===== config.mk =====
export PLATFORM = sky130hd
export DESIGN_NAME = kpe_keypad_event_encoder
export DESIGN_NICKNAME = d
export VERILOG_FILES = /design/src/verilog/kpe_done.sv /design/src/verilog/kpe_pkg.sv /design/src/verilog/kpe_stream_if.sv /design/src/verilog/kpe_pair_buffer.sv /design/src/verilog/kpe_keypad_event_encoder.sv
export SDC_FILE = /design/constraint.sdc
export NUM_CORES = 1
export LEC_CHECK = 0
export BUFFER_PORTS_ARGS = -buffer_cell sky130_fd_sc_hd__buf_2
export CORE_AREA = 10 10 238 240
export DETAILED_ROUTE_END_ITERATION = 10
export DIE_AREA = 0 0 248 250
export GPL_TIMING_DRIVEN = 0
export SLEW_MARGIN = 0
export SYNTH_ARGS = -nofsm -noshare
export SYNTH_HDL_FRONTEND = slang
export SYNTH_SLANG_ARGS = --single-unit

===== constraint.sdc =====
create_clock -name ref_clk_in -period 7.49 [get_ports ref_clk_in]
set_input_delay 1.498 -clock ref_clk_in [delete_from_list [all_inputs] [get_ports ref_clk_in]]
set_output_delay 1.498 -clock ref_clk_in [all_outputs]
set_load 0.01 [all_outputs]

===== src/verilog/kpe_done.sv =====
// intentionally empty design unit list end
`timescale 1ns/100ps
`default_nettype none
`default_nettype wire


===== src/verilog/kpe_pkg.sv =====
// shared constants of the keypad event encoder
package kpe_pkg;
	// matrix and line geometry
	localparam int unsigned ROWS = 8;
	localparam int unsigned COLS = 10;
	localparam int unsigned LINES = ROWS + COLS;
	localparam int unsigned KEYS = ROWS * COLS;
	localparam int unsigned COL_LINE_BASE = ROWS;
	// event byte layout and key codes
	localparam int unsigned EVENT_WIDTH = 8;
	localparam int unsigned CODE_WIDTH = 7;
	localparam int unsigned PRESS_BIT = 7;
	localparam logic [6:0] MATRIX_CODE_BASE = 7'h01;
	localparam logic [6:0] ROW_INPUT_BASE = 7'h61;
	localparam logic [6:0] COL_INPUT_BASE = 7'h69;
	// queue and buffer depths
	localparam int unsigned FIFO_DEPTH = 10;
	localparam int unsigned BUFFER_DEPTH = 2;
	// timing
	localparam int unsigned CLK_MHZ = 100;
	localparam int unsigned DETECT_US = 25;
	localparam int unsigned DETECT_CYCLES = DETECT_US * CLK_MHZ;
	localparam int unsigned SETTLE_CYCLES = 8;
	localparam int unsigned DWELL_CYCLES = 32;
	localparam int unsigned MASK_MAX_S = 31;
	localparam int unsigned SECOND_CYCLES = CLK_MHZ * 1000000;
	localparam int unsigned MASK_WIDTH = 5;
	// register byte offsets
	localparam logic [7:0] OFF_LINE_SELECT = 8'h00;
	localparam logic [7:0] OFF_EVENT_ENABLE = 8'h04;
	localparam logic [7:0] OFF_POLARITY = 8'h08;
	localparam logic [7:0] OFF_EVENT_MODE = 8'h0C;
	localparam logic [7:0] OFF_CONTROL = 8'h10;
	localparam logic [7:0] OFF_STATUS = 8'h14;
	localparam logic [7:0] OFF_EVENT = 8'h18;
	// field positions
	localparam int unsigned CTRL_LOCK_BIT = 0;
	localparam int unsigned CTRL_MASK_LSB = 8;
	localparam int unsigned STAT_COUNT_LSB = 0;
	localparam int unsigned STAT_MASK_BIT = 8;
	// reset values
	localparam logic [17:0] RST_LINES = 18'h00000;
	localparam logic [17:0] RST_POLARITY = 18'h00000;
	localparam logic [4:0] RST_MASK = 5'h00;
endpackage


===== src/verilog/kpe_stream_if.sv =====
// valid/ready byte stream between encoder stages
`timescale 1ns/100ps
`default_nettype none
interface kpe_stream_if #(
	parameter int unsigned WIDTH = kpe_pkg::EVENT_WIDTH
);
	logic valid;
	logic ready;
	logic [WIDTH-1:0] data;
	modport src (output valid, output data, input ready);
	modport snk (input valid, input data, output ready);
endinterface
`default_nettype wire


===== src/verilog/kpe_pair_buffer.sv =====
// small ring buffer that absorbs stalls between encoder and queue
`timescale 1ns/100ps
`default_nettype none
module kpe_pair_buffer #(
	parameter int unsigned DEPTH = kpe_pkg::BUFFER_DEPTH,
	parameter int unsigned WIDTH = kpe_pkg::EVENT_WIDTH
) (
	// clock and reset
	input wire logic ref_clk_in,
	input wire logic sys_rst_in,
	// stream ports
	kpe_stream_if.snk up_in,
	kpe_stream_if.src down_out
);
	localparam int unsigned PW = (DEPTH > 1) ? $clog2(DEPTH) : 1;

	if (DEPTH < 2 || (DEPTH & (DEPTH - 1)) != 0) begin : g_bad_depth
		$error("buffer depth must be a power of two, at least two");
	end

	logic [WIDTH-1:0] mem [DEPTH];
	logic [PW-1:0] rd_ptr;
	logic [PW-1:0] wr_ptr;
	logic [PW:0] count;

	wire take = up_in.valid & up_in.ready;
	wire give = down_out.valid & down_out.ready;

	// ready falls only when truly full, so the encoder stalls instead of dropping
	assign up_in.ready = count != (PW + 1)'(DEPTH);
	assign down_out.valid = count != '0;
	assign down_out.data = mem[rd_ptr];

	always_ff @(posedge ref_clk_in) begin
		if (take) begin
			mem[wr_ptr] <= up_in.data;
		end
	end

	always_ff @(posedge ref_clk_in) begin
		if (sys_rst_in) begin
			rd_ptr <= '0;
			wr_ptr <= '0;
			count <= '0;
		end else begin
			if (take) begin
				wr_ptr <= wr_ptr + 1'b1;
			end
			if (give) begin
				rd_ptr <= rd_ptr + 1'b1;
			end
			if (take && !give) begin
				count <= count + 1'b1;
			end else if (give && !take) begin
				count <= count - 1'b1;
			end
		end
	end
endmodule
`default_nettype wire


===== src/verilog/kpe_keypad_event_encoder.sv =====
// keypad matrix and standalone input event encoder with apb registers
//
// Implementation choices: the address map and the APB register port.
`timescale 1ns/100ps
`default_nettype none
module kpe_keypad_event_encoder #(
	parameter int unsigned SETTLE_CYCLES = kpe_pkg::SETTLE_CYCLES,
	parameter int unsigned DWELL_CYCLES = kpe_pkg::DWELL_CYCLES,
	parameter int unsigned SECOND_CYCLES = kpe_pkg::SECOND_CYCLES
) (
	// clock and reset
	input wire logic ref_clk_in,
	input wire logic sys_rst_in,
	// apb slave
	input wire logic psel_in,
	input wire logic penable_in,
	input wire logic pwrite_in,
	input wire logic [7:0] paddr_in,
	input wire logic [31:0] pwdata_in,
	output logic [31:0] prdata_out,
	output logic pready_out,
	output logic pslverr_out,
	// row pins
	input wire logic [kpe_pkg::ROWS-1:0] row_lines_in,
	output logic [kpe_pkg::ROWS-1:0] row_lines_out,
	output logic [kpe_pkg::ROWS-1:0] row_lines_oe_n_out,
	// column pins
	input wire logic [kpe_pkg::COLS-1:0] column_lines_in,
	output logic [kpe_pkg::COLS-1:0] column_lines_out,
	output logic [kpe_pkg::COLS-1:0] column_lines_oe_n_out
);
	localparam int unsigned ROWS = kpe_pkg::ROWS;
	localparam int unsigned COLS = kpe_pkg::COLS;
	localparam int unsigned LINES = kpe_pkg::LINES;
	localparam int unsigned DEPTH = kpe_pkg::FIFO_DEPTH;
	localparam int unsigned DW = $clog2(DWELL_CYCLES);
	localparam int unsigned PRE_W = $clog2(SECOND_CYCLES + 1);
	localparam int unsigned MW = kpe_pkg::MASK_WIDTH;

	// full scan plus synchroniser must fit inside the detection bound
	if (DWELL_CYCLES < SETTLE_CYCLES + COLS || SETTLE_CYCLES < 4 ||
			ROWS * DWELL_CYCLES + 4 > kpe_pkg::DETECT_CYCLES ||
			(DWELL_CYCLES & (DWELL_CYCLES - 1)) != 0) begin : g_bad_scan
		$error("scan timing cannot meet the detection bound");
	end
	if (SECOND_CYCLES < 2 || PRE_W > 31) begin : g_bad_second
		$error("second prescaler out of range");
	end

	// software registers
	logic [LINES-1:0] line_select;
	logic [LINES-1:0] event_enable;
	logic [LINES-1:0] polarity;
	logic [LINES-1:0] input_event_mode;
	logic lock;
	logic [MW-1:0] mask_seconds;

	// input synchronisers
	logic [LINES-1:0] pin_meta;
	logic [LINES-1:0] lvl;

	always_ff @(posedge ref_clk_in) begin
		if (sys_rst_in) begin
			pin_meta <= '1;
			lvl <= '1;
		end else begin
			pin_meta <= {column_lines_in, row_lines_in};
			lvl <= pin_meta;
		end
	end

	// matrix scan
	logic [2:0] row_ptr;
	logic [DW-1:0] dwell;
	logic [kpe_pkg::KEYS-1:0] key_state;
	logic [COLS-1:0] row_keys;
	logic [COLS-1:0] col_hit;
	logic [COLS-1:0] m_diff;

	wire row_in_matrix = line_select[row_ptr];
	wire sample_ok = dwell >= DW'(SETTLE_CYCLES);
	wire [6:0] row_base = 7'(row_ptr * COLS);

	always_ff @(posedge ref_clk_in) begin
		if (sys_rst_in) begin
			row_ptr <= '0;
			dwell <= '0;
		end else begin
			dwell <= dwell + 1'b1;
			if (dwell == DW'(DWELL_CYCLES - 1)) begin
				row_ptr <= row_ptr + 1'b1;
			end
		end
	end

	always_comb begin
		for (int c = 0; c < COLS; c++) begin
			row_keys[c] = key_state[int'(row_base) + c];
		end
	end

	// a key reads low on its column while its row is pulled low
	assign col_hit = line_select[LINES-1:kpe_pkg::COL_LINE_BASE] & ~lvl[LINES-1:kpe_pkg::COL_LINE_BASE]
		& {COLS{row_in_matrix}};
	assign m_diff = sample_ok ? (col_hit ^ row_keys) : '0;

	// standalone inputs
	logic [LINES-1:0] gpi_state;
	wire [LINES-1:0] gpi_en = event_enable & ~line_select;
	// polarity 1 means active high
	wire [LINES-1:0] active = ~(lvl ^ polarity);
	wire [LINES-1:0] g_diff = gpi_en & (active ^ gpi_state);
	wire [LINES-1:0] g_mute = {LINES{lock}} & input_event_mode;
	wire [LINES-1:0] g_pend = g_diff & ~g_mute;

	// lowest index first; the rest wait a cycle
	logic g_any;
	logic [4:0] g_idx;
	logic m_any;
	logic [3:0] m_idx;

	always_comb begin
		g_any = 1'b0;
		g_idx = '0;
		for (int i = LINES - 1; i >= 0; i--) begin
			if (g_pend[i]) begin
				g_any = 1'b1;
				g_idx = 5'(i);
			end
		end
	end

	always_comb begin
		m_any = 1'b0;
		m_idx = '0;
		for (int i = COLS - 1; i >= 0; i--) begin
			if (m_diff[i]) begin
				m_any = 1'b1;
				m_idx = 4'(i);
			end
		end
	end

	// event assembly: one shared stream for both sources
	kpe_stream_if #(.WIDTH(kpe_pkg::EVENT_WIDTH)) enc_if ();
	kpe_stream_if #(.WIDTH(kpe_pkg::EVENT_WIDTH)) buf_if ();

	// row inputs and column inputs run on in one sequence
	wire [6:0] g_code = kpe_pkg::ROW_INPUT_BASE + 7'(g_idx);
	wire [6:0] m_code = row_base + 7'(m_idx) + kpe_pkg::MATRIX_CODE_BASE;
	wire g_press = active[g_idx];
	wire m_press = col_hit[m_idx];
	wire ev_valid = g_any | m_any;
	wire fire = ev_valid & enc_if.ready;

	assign enc_if.valid = ev_valid;
	// press flag on top, code below
	assign enc_if.data = g_any ? {g_press, g_code} : {m_press, m_code};

	// the state moves on acceptance, or at once for a muted line, so a stall defers, never drops
	genvar gi;
	for (gi = 0; gi < LINES; gi++) begin : g_line
		always_ff @(posedge ref_clk_in) begin
			if (sys_rst_in || !gpi_en[gi]) begin
				gpi_state[gi] <= 1'b0;
			end else if (g_diff[gi] && g_mute[gi]) begin
				gpi_state[gi] <= active[gi];
			end else if (fire && g_any && g_idx == 5'(gi)) begin
				gpi_state[gi] <= active[gi];
			end
		end
	end

	always_ff @(posedge ref_clk_in) begin
		if (sys_rst_in) begin
			key_state <= '0;
		end else if (fire && !g_any) begin
			key_state[int'(m_code) - 1] <= m_press;
		end
	end

	kpe_pair_buffer #(
		.DEPTH(kpe_pkg::BUFFER_DEPTH),
		.WIDTH(kpe_pkg::EVENT_WIDTH)
	) u_buffer (
		.ref_clk_in(ref_clk_in),
		.sys_rst_in(sys_rst_in),
		.up_in(enc_if),
		.down_out(buf_if)
	);

	// event queue
	logic [7:0] fifo_mem [DEPTH];
	logic [3:0] head;
	logic [3:0] count;
	logic rd_had_event;

	// five bits wide: head plus count reaches 19 before the wrap
	wire [4:0] tail_raw = {1'b0, head} + {1'b0, count};
	wire [4:0] tail_wrap = tail_raw - 5'(DEPTH);
	wire [3:0] tail = (tail_raw >= 5'(DEPTH)) ? tail_wrap[3:0] : tail_raw[3:0];
	wire [3:0] head_inc = (head == 4'(DEPTH - 1)) ? 4'h0 : head + 4'h1;
	wire push = buf_if.valid & buf_if.ready;
	wire [7:0] head_event = (count != 4'h0) ? fifo_mem[head] : 8'h00;

	assign buf_if.ready = count != 4'(DEPTH);

	// apb decode
	wire setup = psel_in & ~penable_in;
	wire access = psel_in & penable_in;
	wire wr = access & pwrite_in;
	wire hit_sel = paddr_in == kpe_pkg::OFF_LINE_SELECT;
	wire hit_en = paddr_in == kpe_pkg::OFF_EVENT_ENABLE;
	wire hit_pol = paddr_in == kpe_pkg::OFF_POLARITY;
	wire hit_mode = paddr_in == kpe_pkg::OFF_EVENT_MODE;
	wire hit_ctrl = paddr_in == kpe_pkg::OFF_CONTROL;
	wire hit_stat = paddr_in == kpe_pkg::OFF_STATUS;
	wire hit_event = paddr_in == kpe_pkg::OFF_EVENT;
	wire pop = access & ~pwrite_in & hit_event & rd_had_event;

	always_ff @(posedge ref_clk_in) begin
		if (push) begin
			fifo_mem[tail] <= buf_if.data;
		end
	end

	always_ff @(posedge ref_clk_in) begin
		if (sys_rst_in) begin
			head <= '0;
			count <= '0;
		end else begin
			if (pop) begin
				head <= head_inc;
			end
			if (push && !pop) begin
				count <= count + 4'h1;
			end else if (pop && !push) begin
				count <= count - 4'h1;
			end
		end
	end

	// mask timer, loaded by an event while locked
	logic [MW-1:0] mask_left;
	logic [PRE_W-1:0] prescale;
	wire mask_running = mask_left != '0;

	always_ff @(posedge ref_clk_in) begin
		if (sys_rst_in) begin
			mask_left <= '0;
			prescale <= '0;
		end else if (!mask_running) begin
			prescale <= '0;
			if (fire && lock) begin
				mask_left <= mask_seconds;
			end
		end else if (prescale == PRE_W'(SECOND_CYCLES - 1)) begin
			prescale <= '0;
			mask_left <= mask_left - 1'b1;
		end else begin
			prescale <= prescale + 1'b1;
		end
	end

	// register writes take effect at the access edge
	always_ff @(posedge ref_clk_in) begin
		if (sys_rst_in) begin
			line_select <= kpe_pkg::RST_LINES;
			event_enable <= kpe_pkg::RST_LINES;
			polarity <= kpe_pkg::RST_POLARITY;
			input_event_mode <= kpe_pkg::RST_LINES;
			lock <= 1'b0;
			mask_seconds <= kpe_pkg::RST_MASK;
		end else if (wr) begin
			if (hit_sel) begin
				line_select <= pwdata_in[LINES-1:0];
			end
			if (hit_en) begin
				event_enable <= pwdata_in[LINES-1:0];
			end
			if (hit_pol) begin
				polarity <= pwdata_in[LINES-1:0];
			end
			if (hit_mode) begin
				input_event_mode <= pwdata_in[LINES-1:0];
			end
			if (hit_ctrl) begin
				lock <= pwdata_in[kpe_pkg::CTRL_LOCK_BIT];
				mask_seconds <= pwdata_in[kpe_pkg::CTRL_MASK_LSB +: MW];
			end
		end
	end

	// read data is captured in the setup cycle and held through access
	logic [31:0] next_prdata;
	logic next_err;

	always_comb begin
		next_prdata = 32'h00000000;
		next_err = 1'b0;
		if (hit_sel) begin
			next_prdata[LINES-1:0] = line_select;
		end else if (hit_en) begin
			next_prdata[LINES-1:0] = event_enable;
		end else if (hit_pol) begin
			next_prdata[LINES-1:0] = polarity;
		end else if (hit_mode) begin
			next_prdata[LINES-1:0] = input_event_mode;
		end else if (hit_ctrl) begin
			next_prdata[kpe_pkg::CTRL_LOCK_BIT] = lock;
			next_prdata[kpe_pkg::CTRL_MASK_LSB +: MW] = mask_seconds;
		end else if (hit_stat) begin
			next_prdata[kpe_pkg::STAT_COUNT_LSB +: 4] = count;
			next_prdata[kpe_pkg::STAT_MASK_BIT] = mask_running;
		end else if (hit_event) begin
			next_prdata[7:0] = head_event;
		end else begin
			next_err = 1'b1;
		end
	end

	always_ff @(posedge ref_clk_in) begin
		if (sys_rst_in) begin
			prdata_out <= 32'h00000000;
			pslverr_out <= 1'b0;
			rd_had_event <= 1'b0;
		end else if (setup) begin
			prdata_out <= pwrite_in ? 32'h00000000 : next_prdata;
			pslverr_out <= next_err;
			rd_had_event <= count != 4'h0;
		end
	end

	assign pready_out = 1'b1;

	// pin drive: only the scanned matrix row is pulled low
	always_ff @(posedge ref_clk_in) begin
		if (sys_rst_in) begin
			row_lines_oe_n_out <= '1;
		end else begin
			for (int r = 0; r < ROWS; r++) begin
				row_lines_oe_n_out[r] <= ~(line_select[r] && row_ptr == 3'(r));
			end
		end
	end

	assign row_lines_out = '0;
	assign column_lines_out = '0;
	assign column_lines_oe_n_out = '1;
endmodule
`default_nettype wire


==> flow_summary.yaml, run 1 <==
clock_tree:
  clk_pin_slew_worst_paths_ns: 0.06
  clock_latency_ns: 0.60
  clock_sinks: 393
  htreeDepth: 2
  cts_buffers: 44
  root_buffer: "clkbuf_16"
  clockBufferDepth: 3
  cts_tree: "built"
  cts-hold-fix-buffers: 0
grt:
  grtUsageMet3_pct: 5.15
  use_met1_pct: 34.4
  grtUsageTotal_pct: 25.1
  antenna_found_initial: 1
  grt_pass1_wl_um: 119000
  grt-ovfl-total: 0
  busiest_layer: "met2"
  grt_pass1_vias: 18700
  grt_start_max_net_pins: 18
  use_met2_pct: 38.4
sta:
  hold_violations: 0
  worst_pin_slew_ns: 1.41
  slew_headroom_pct: 5.06
  layout_setup_ws_ns: 0.218
  holdWs_ns: 0.391
  finalClockSkew_ns: 0.0245
  setup-violations-final: 0
  post-route-min-period_ns: 7.27
  fmax_mhz: 138
  fin_crit_sh_pct: 97.1
  maxSlewViolCount: 0
floorplanning:
  die-area_um2: 62000
  die_h_um: 250
  fp-row-count: 84
  die_w_um: 248
  core_area_um2: 52000
  initial_core_util_pct: 44.5
  io_pins: 133
placement:
  port_buffers: 74
  hpwl_um: 60100
  dp.cells: 3146
  gp_congestion: 1.00
  pre_cts_slack_ns: -2.29
setup_path:
  cp-end-kind: "register"
  max_stage_delay_ns: 0.53
  crit_type: "register to register"
  critical_path.slowest_cell: "mux4_2"
  critPathMaxFanout: 12
  start_kind: "register"
  critPathArrivalTime_ns: 7.80
  crit_top_cell: "buf_4"
  worstPathRequired_ns: 8.01
pwr:
  power.share.sequential_pct: 43.9
  finalPower_mw: 5.28
  p_sw_mw: 1.34
  power.internal_mw: 3.94
  powerDensity_nw_per_um2: 198
  p_clk_share_pct: 45.5
  ir_drop_uv: 195
  combinationalPowerShare_pct: 10.6
  swShare_pct: 25.4
  leakage_nw: 9.83
synthesis:
  synth_top_area_cell: "dfxtp_1"
  synth_commonest_cells: "dfxtp_1 (297), nand2_1 (256), mux2i_1 (167)"
  ys_async_sr_fraction_pct: 0
  ys.warnings.count: 0
  netlist_top_cells_area: "dfxtp_1 (26%), edfxtp_1 (12%), mux4_2 (11%), mux2i_1 (7.2%), nand2_1 (4.2%)"
  synth_top_area_share_pct: 25.7
  synth_most_common_cell: "dfxtp_1"
  yosys_register_bits: 393
  syn-cell-area_um2: 23200
  synth_edf_count: 96
  ys_seq_area_share_pct: 38.1
  syn_area_per_cell_um2: 9.89
  synthCells: 2341
  synth_ff_type: "dfxtp_1"
  ys_types: 94
detailed_routing:
  detail_route.vias_per_cell: 5.95
  drt-initial-drc-count: 1963
  via_count: 19300
  drt-pass1-iter-count: 5
  wl_per_cell_um: 24.5
  drt_wl_total_um: 79400
  postRouteAntennaNets: 0
  drc: 0
final_layout:
  fin_cells: 3236
  nNetsFinal: 2614
  fillerInstances: 4731
  layout-drive-gt1-share_pct: 19.9
  reg_top3: "fifo_mem (80), key_state (80), prescale (27)"
  syn_to_final_growth_pct: 15.1
  num_antenna_cells: 0
status:
  status: "complete, no violations"
hold_path:
  hp-class: "register to register"
run:
  drv_cap: 0
power by group through the flow:
| stage | Combinational, mW | Sequential [mW] | Clock, mW |
|---|---|---|---|
| finish | 0.558 | 2.32 | 2.40 |
| global route | 0.612 | 2.33 | 2.53 |
| CTS | 0.547 | 2.32 | 2.44 |
| detailed placement | 0.543 | 2.37 | 0 |
| global placement | 0.523 | 2.36 | 0 |
| floorplan | 0.385 | 2.35 | 0 |
path summary, 6_finish.rpt:
| path | depth (start not counted) | slack (ns) | from | endpoint |
|---|---|---|---|---|
| worst max-delay path | 28 | 0.22 | row_ptr[0] | key_state[29] |
| worst min register to register | 1 | 0.39 | pin_meta[15] | lvl[15] |
| worst max register to register | 28 | 0.22 | row_ptr[0] | key_state[29] |
| worst min-delay path | 1 | 0.39 | pin_meta[15] | lvl[15] |
per-stage QoR:
stage,TNS (ns),cell area [µm²],utilization (%)
3_5_place_dp,-180.56,24600,47.3
2_1_floorplan,0,23300,-
6_report,0,26600,51.2
5_1_grt,-0.462,26600,51.2
4_1_cts,0,26500,50.9
3_3_place_gp,-168.55,24500,47.2
layer usage:
metal	part of all wire [%]	vias to the layer above
li1	-	8776
met1	43	9469
met2	45	874
met3	8.9	146
met4	3.4	0
met5	0	-
cells in the final DEF, fill, tap and decap left out, types with 35 or more instances in the layout:
cell / instances
mux2i_1: 165
nand2_1: 255
buf_4: 72
ha_1: 35
dfxtp_1: 295
nand3b_1: 38
or2_2: 45
edfxtp_1: 96
mux4_2: 110
conb_1: 43
clkbuf_1: 83
inv_1: 36
o21ai_0: 41
nand2b_1: 109
xnor2_1: 50
nor2_1: 148
nand3_1: 127
clkbuf_16: 46
buf_2: 96
a21oi_1: 148
layout make-up:
class                   count  area (µm²)  share of cell area (%)
repair buffers             92         533                    2.00
plain buffers             186        1050                    3.96
multi-input cells        1755       13600                    50.9
clock inverters            22         339                    1.27
clock buffers              60        1290                    4.86
flip-flops and latches    393        8830                    33.2
inverters                  40         156                   0.587
well taps                 688         861                    3.23
worst max-delay path: cells and delay by family (launching register included):
family,cells,cell delay [ns]
muxes,4,1.64
and+or+nand+nor,5,1.17
adders and majority gates,2,0.81
DFF,1,0.46
buffers and inverters,11,1.98
AOI/OAI and AO/OA,6,1.10
logic make-up (layout without fill, tap and decap cells):
kind of cell	Yosys count	in the layout	share of synthesized area (%)
compound gates	362	362	10.1
xor+xnor	107	107	5.33
fa+ha+maj	39	39	2.20
buf+inv	234	400	5.11
flops	393	393	38.1
mux	304	304	19.3
other cells	2	43	0.0324
simple gates	900	900	19.8
repair_timing:
action | in CTS | in global routing
resized for setup | 50 | 31
pin swaps | 7 | 4
hold endpoints to repair | 0 | 0
endpoints found under the setup margin | 99 | 80
buffers inserted | 12 | 4
Note: power is estimated with default switching activity, not from simulation.
==> run 2, diff against run 1 <==
--- a/config.mk
+++ b/config.mk
@@ -7,7 +7,7 @@
 export LEC_CHECK = 0
 export BUFFER_PORTS_ARGS = -buffer_cell sky130_fd_sc_hd__buf_2
-export CORE_AREA = 10 10 238 240
+export CORE_AREA = 10 10 289 291
 export DETAILED_ROUTE_END_ITERATION = 10
-export DIE_AREA = 0 0 248 250
+export DIE_AREA = 0 0 299 301
 export GPL_TIMING_DRIVEN = 0
 export SLEW_MARGIN = 0
==> constraint.sdc (replaced) <==
create_clock -name ref_clk_in -period 7.49 [get_ports ref_clk_in]
set_input_delay 0 -clock ref_clk_in [delete_from_list [all_inputs] [get_ports ref_clk_in]]
set_output_delay 0 -clock ref_clk_in [all_outputs]
set_load 0.01 [all_outputs]
==> flow_summary.yaml, run 2 (synthesized netlist as in run 1, its figures left out) <==
status:
  status: "complete, no violations"
sta:
  finalClockSkew_ns: 0.0313
  layout_setup_ws_ns: 0.234
  slew_headroom_pct: 24.3
  fmax_mhz: 138
  holdWs_ns: 0.0436
  hold_violations: 0
  fin_crit_sh_pct: 96.9
  worst_pin_slew_ns: 1.13
  maxSlewViolCount: 0
  setup_tns_ns: 0
  post-route-min-period_ns: 7.26
  rsz0062_at_grt: "true"
  setup-violations-final: 0
setup_path:
  max_stage_delay_ns: 0.90
  critPathArrivalTime_ns: 7.76
  r2r_cells: 22
  critical_path.slowest_cell: "xnor2_1"
  cp-end-kind: "register"
  crit_chain: "ha_1 -> buf_6 -> xnor2_1 -> mux2_2 -> nor4_2 -> a211oi_1 -> o41ai_1 -> o221ai_2 -> a21o_1 -> and2_1 -> buf_2 -> inv_4 -> fa_2 -> a21oi_2 -> o21a_2 -> o21ai_0 -> nor4_2 -> o32ai_4 -> buf_12 -> buf_4 -> nand3b_1 -> mux2i_1"
  critPathMaxFanout: 10
  worstPathRequired_ns: 7.99
  crit_top_cell: "nor4_2"
  start_kind: "register"
  crit_type: "register to register"
hold_path:
  whs_path_depth: 4
  hp-class: "primary input to register"
clock_tree:
  clock_sinks: 393
  cts_tree: "built"
  clk_pin_slew_worst_paths_ns: 0.06
  cts_buffers: 41
  htreeDepth: 2
  clock_latency_ns: 0.58
  root_buffer: "clkbuf_16"
  clockBufferDepth: 3
grt:
  grtUsageTotal_pct: 16.6
  antenna_found_initial: 4
  grt_pass1_wl_um: 116000
  grt-ovfl-total: 0
  grt_start_max_net_pins: 15
  grt_pass1_vias: 18400
floorplanning:
  io_pins: 133
  fp-row-count: 102
  core_area_um2: 77300
  initial_core_util_pct: 29.9
  die_h_um: 301
  die-area_um2: 90000
  die_w_um: 299
pwr:
  leakage_nw: 9.87
  powerDensity_nw_per_um2: 183
  ir_drop_uv: 161
detailed_routing:
  postRouteAntennaNets: 0
  drt-pass1-iter-count: 5
  drc: 0
  via_count: 19200
  wl_per_cell_um: 21.4
  detail_route.vias_per_cell: 5.29
  drt-initial-drc-count: 1932
  drt_wl_total_um: 77700
placement:
  pre_cts_slack_ns: -1.83
  gp_congestion: 1.00
  port_buffers: 74
  hpwl_um: 58200
run:
  drv_cap: 0
final_layout:
  reg_top3: "fifo_mem (80), key_state (80), prescale (27)"
  syn_to_final_growth_pct: 17.7
  nNetsFinal: 2656
  layout_common_cells: "dfxtp_1 (295), nand2_1 (255), mux2i_1 (166)"
  layout_commonest_cell: "dfxtp_1"
  fillerInstances: 7893
  num_antenna_cells: 0
  layout-drive-gt1-share_pct: 19.1
[run 2: critical path: cells and delay by family (launching register included)]
family,cells,cell delay (ns)
multiplexers,2,0.63
flip-flops,1,0.51
XOR/XNOR,1,0.90
buffers and inverters,5,0.86
AND/OR/NAND/NOR,4,1.16
AO/OA/AOI/OAI,8,2.12
adder cells (fa/ha/maj),2,1.00
[run 2: power breakdown]
| part | leakage (nW) | total, mW | switching (mW) | internal, mW |
|---|---|---|---|---|
| clock network | 0.670 | 2.10 | 0.880 | 1.22 |
| registers | 3.27 | 2.32 | 0.0459 | 2.27 |
| logic | 5.93 | 0.570 | 0.349 | 0.221 |
| total | 9.87 | 4.98 | 1.27 | 3.71 |
[run 2: stage by stage]
stage	instances	instance area (µm²)	power (mW)	utilization [%]
final	3626	27300	4.98	35.2
after floorplan	2382	23300	2.73	-
after global placement	3496	25000	2.90	32.3
after global routing	3626	27300	5.17	35.2
after detailed placement	3497	25000	2.91	32.3
after CTS	3623	27100	5.02	35.0
[run 2: timing repair]
item / CTS / global route
buffers inserted: 14 / 4
endpoints found under the hold margin: 106 / 0
pin swaps: 6 / 6
endpoints found under the setup margin: 92 / 82
resized for setup: 43 / 38
hold buffers: 42 / 0
[run 2: layout make-up]
| cell class | instances | area [µm²] | area share [%] |
|---|---|---|---|
| inverter | 40 | 160 | 0.587 |
| buffer | 186 | 1070 | 3.93 |
| timing repair buffer | 137 | 965 | 3.54 |
| sequential | 393 | 8840 | 32.4 |
| multi-input combinational | 1755 | 13600 | 49.8 |
| tap | 1040 | 1300 | 4.77 |
| clock inverter | 16 | 164 | 0.601 |
| clock buffer | 59 | 1200 | 4.39 |
[run 2: per-layer routing]
layer | track usage, % | wire length (µm)
met1 | 22.1 | 33600
met2 | 25.9 | 34600
met3 | 3.87 | 6390
met4 | 6.19 | 3070
met5 | 0 | 23
[run 2: path summary, 6_finish.rpt]
path                     from            end  slack (ns)
hold / removal     sys_rst_in   key_state[7]        0.04
setup reg to reg   row_ptr[2]  key_state[30]        0.23
hold reg to reg   pin_meta[4]         lvl[4]        0.40
setup / recovery   row_ptr[2]  key_state[30]        0.23
==> run 3, diff against run 2 <==
==> constraint.sdc (replaced) <==
create_clock -name ref_clk_in -period 7.49 [get_ports ref_clk_in]
set_input_delay 1.498 -clock ref_clk_in [delete_from_list [all_inputs] [get_ports ref_clk_in]]
set_output_delay 1.498 -clock ref_clk_in [all_outputs]
set_load 0.01 [all_outputs]
==> flow_summary.yaml, run 3 (synthesized netlist as in run 1, its figures left out) <==
clock_tree:
  clockBufferDepth: 3
  clock_sinks: 393
  cts_tree: "built"
  root_buffer: "clkbuf_16"
  cts-hold-fix-buffers: 0
  cts_buffers: 41
  clock_latency_ns: 0.58
  clk_pin_slew_worst_paths_ns: 0.06
  htreeDepth: 2
sta:
  hold_violations: 0
  setup-violations-final: 0
  maxSlewViolCount: 0
  layout_setup_ws_ns: 0.207
  setup_tns_ns: 0
  rsz0062_at_grt: "true"
  worst_pin_slew_ns: 1.14
  fin_crit_sh_pct: 97.2
  slew_headroom_pct: 23.6
  fmax_mhz: 137
  post-route-min-period_ns: 7.28
  finalClockSkew_ns: 0.0335
detailed_routing:
  drt_wl_total_um: 77200
  drt-initial-drc-count: 1924
  drt-pass1-iter-count: 5
  postRouteAntennaNets: 0
  via_count: 19100
  detail_route.vias_per_cell: 5.32
  drc: 0
  wl_per_cell_um: 21.5
grt:
  grt_pass1_vias: 18200
  grt-ovfl-total: 0
  use_met1_pct: 21.9
  use_met2_pct: 25.7
  grtUsageTotal_pct: 16.5
  busiest_layer: "met2"
  grt_start_max_net_pins: 15
  grtUsageMet3_pct: 3.97
  antenna_found_initial: 6
  grt_pass1_wl_um: 116000
placement:
  dp.cells: 3497
  hpwl_um: 58200
  port_buffers: 74
  place_area_um2: 25000
  pre_cts_slack_ns: -1.83
  gp_congestion: 1.00
floorplanning:
  initial_core_util_pct: 29.9
  io_pins: 133
  die_h_um: 301
  fp-row-count: 102
  die-area_um2: 90000
  core_area_um2: 77300
  die_w_um: 299
setup_path:
  start_kind: "register"
  critPathArrivalTime_ns: 7.79
  critPathMaxFanout: 10
  worstPathRequired_ns: 8.00
  crit_type: "register to register"
  rrSetupSlack_ns: 0.21
  critical_path.slowest_cell: "mux4_2"
  crit_top_cell: "buf_6"
  r2r_cells: 29
  max_stage_delay_ns: 0.54
  cp-end-kind: "register"
hold_path:
  whs_path_depth: 1
  hp-class: "register to register"
pwr:
  swShare_pct: 25.6
  leakage_nw: 9.70
  combinationalPowerShare_pct: 11.1
  ir_drop_uv: 162
  power.internal_mw: 3.69
  p_clk_share_pct: 42.2
  powerDensity_nw_per_um2: 185
  power.share.sequential_pct: 46.7
  p_sw_mw: 1.27
final_layout:
  syn_to_final_growth_pct: 15.9
  layout_common_cells: "dfxtp_1 (295), nand2_1 (255), mux2i_1 (166)"
  fin_cells: 3584
  nNetsFinal: 2614
  final_core_util_pct: 34.7
  layout_commonest_cell: "dfxtp_1"
  fillerInstances: 7940
  fin_area_um2: 26800
  layout-drive-gt1-share_pct: 19.4
  num_antenna_cells: 0
  reg_top3: "fifo_mem (80), key_state (80), prescale (27)"
run:
  drv_cap: 0
status:
  status: "complete, no violations"
[run 3: cell count changes in the layout (fill, tap and decap cells not counted), sizes merged]
cell         delta
buf             -1
clkbuf          +1
dlygate4sd3    -42
[run 3: final cells by class]
type	count	area (µm²)	area share (%)
Multi-Input combinational cell	1755	13600	50.5
Inverter	40	160	0.597
Clock inverter	16	164	0.611
Sequential cell	393	8840	32.9
Clock buffer	59	1200	4.46
Timing Repair Buffer	95	544	2.03
Tap cell	1040	1300	4.85
Buffer	186	1070	3.99
[run 3: metrics by stage]
stage	power [mW]	hold WS, ns
after floorplan	2.73	0.389
after global placement	2.90	0.392
after detailed placement	2.91	0.392
after CTS	5.00	0.403
after global routing	5.15	0.418
final	4.96	0.400
[run 3: path summary, 6_finish.rpt]
path	start	to
worst min-delay path	pin_meta[4]	lvl[4]
worst max-delay path	row_ptr[1]	key_state[30]
worst max register to register	row_ptr[1]	key_state[30]
worst min register to register	pin_meta[4]	lvl[4]
[run 3: per-layer routing]
metal  routed length, µm  share of wire (%)
met1               33300                 43
met2               34400                 45
met3                6620                8.6
met4                2910                3.8
met5                  26              0.034
[run 3: worst max-delay path: cells and delay by family, from the launching register on]
| kind | cells | cell delay (ns) |
|---|---|---|
| and+or+nand+nor | 4 | 1.19 |
| xor gates and xnor gates | 1 | 0.16 |
| buffers and inverters | 11 | 1.88 |
| muxes | 4 | 1.44 |
| DFF | 1 | 0.43 |
| AOI/OAI and AO/OA | 7 | 1.34 |
| adders and majority gates | 2 | 0.76 |
[run 3: timing repair]
| action | 4_1_cts | 5_1_grt |
|---|---|---|
| setup endpoints to repair | 92 | 82 |
| pin swaps | 6 | 6 |
| setup buffers | 14 | 4 |
| resized for setup | 43 | 37 |
[run 3: power by group through the flow]
stage | registers (mW) | logic, mW | clock network, mW
detailed placement | 2.36 | 0.542 | 0
floorplan | 2.35 | 0.385 | 0
global route | 2.32 | 0.609 | 2.22
global placement | 2.36 | 0.537 | 0
CTS | 2.32 | 0.546 | 2.14
finish | 2.32 | 0.550 | 2.10
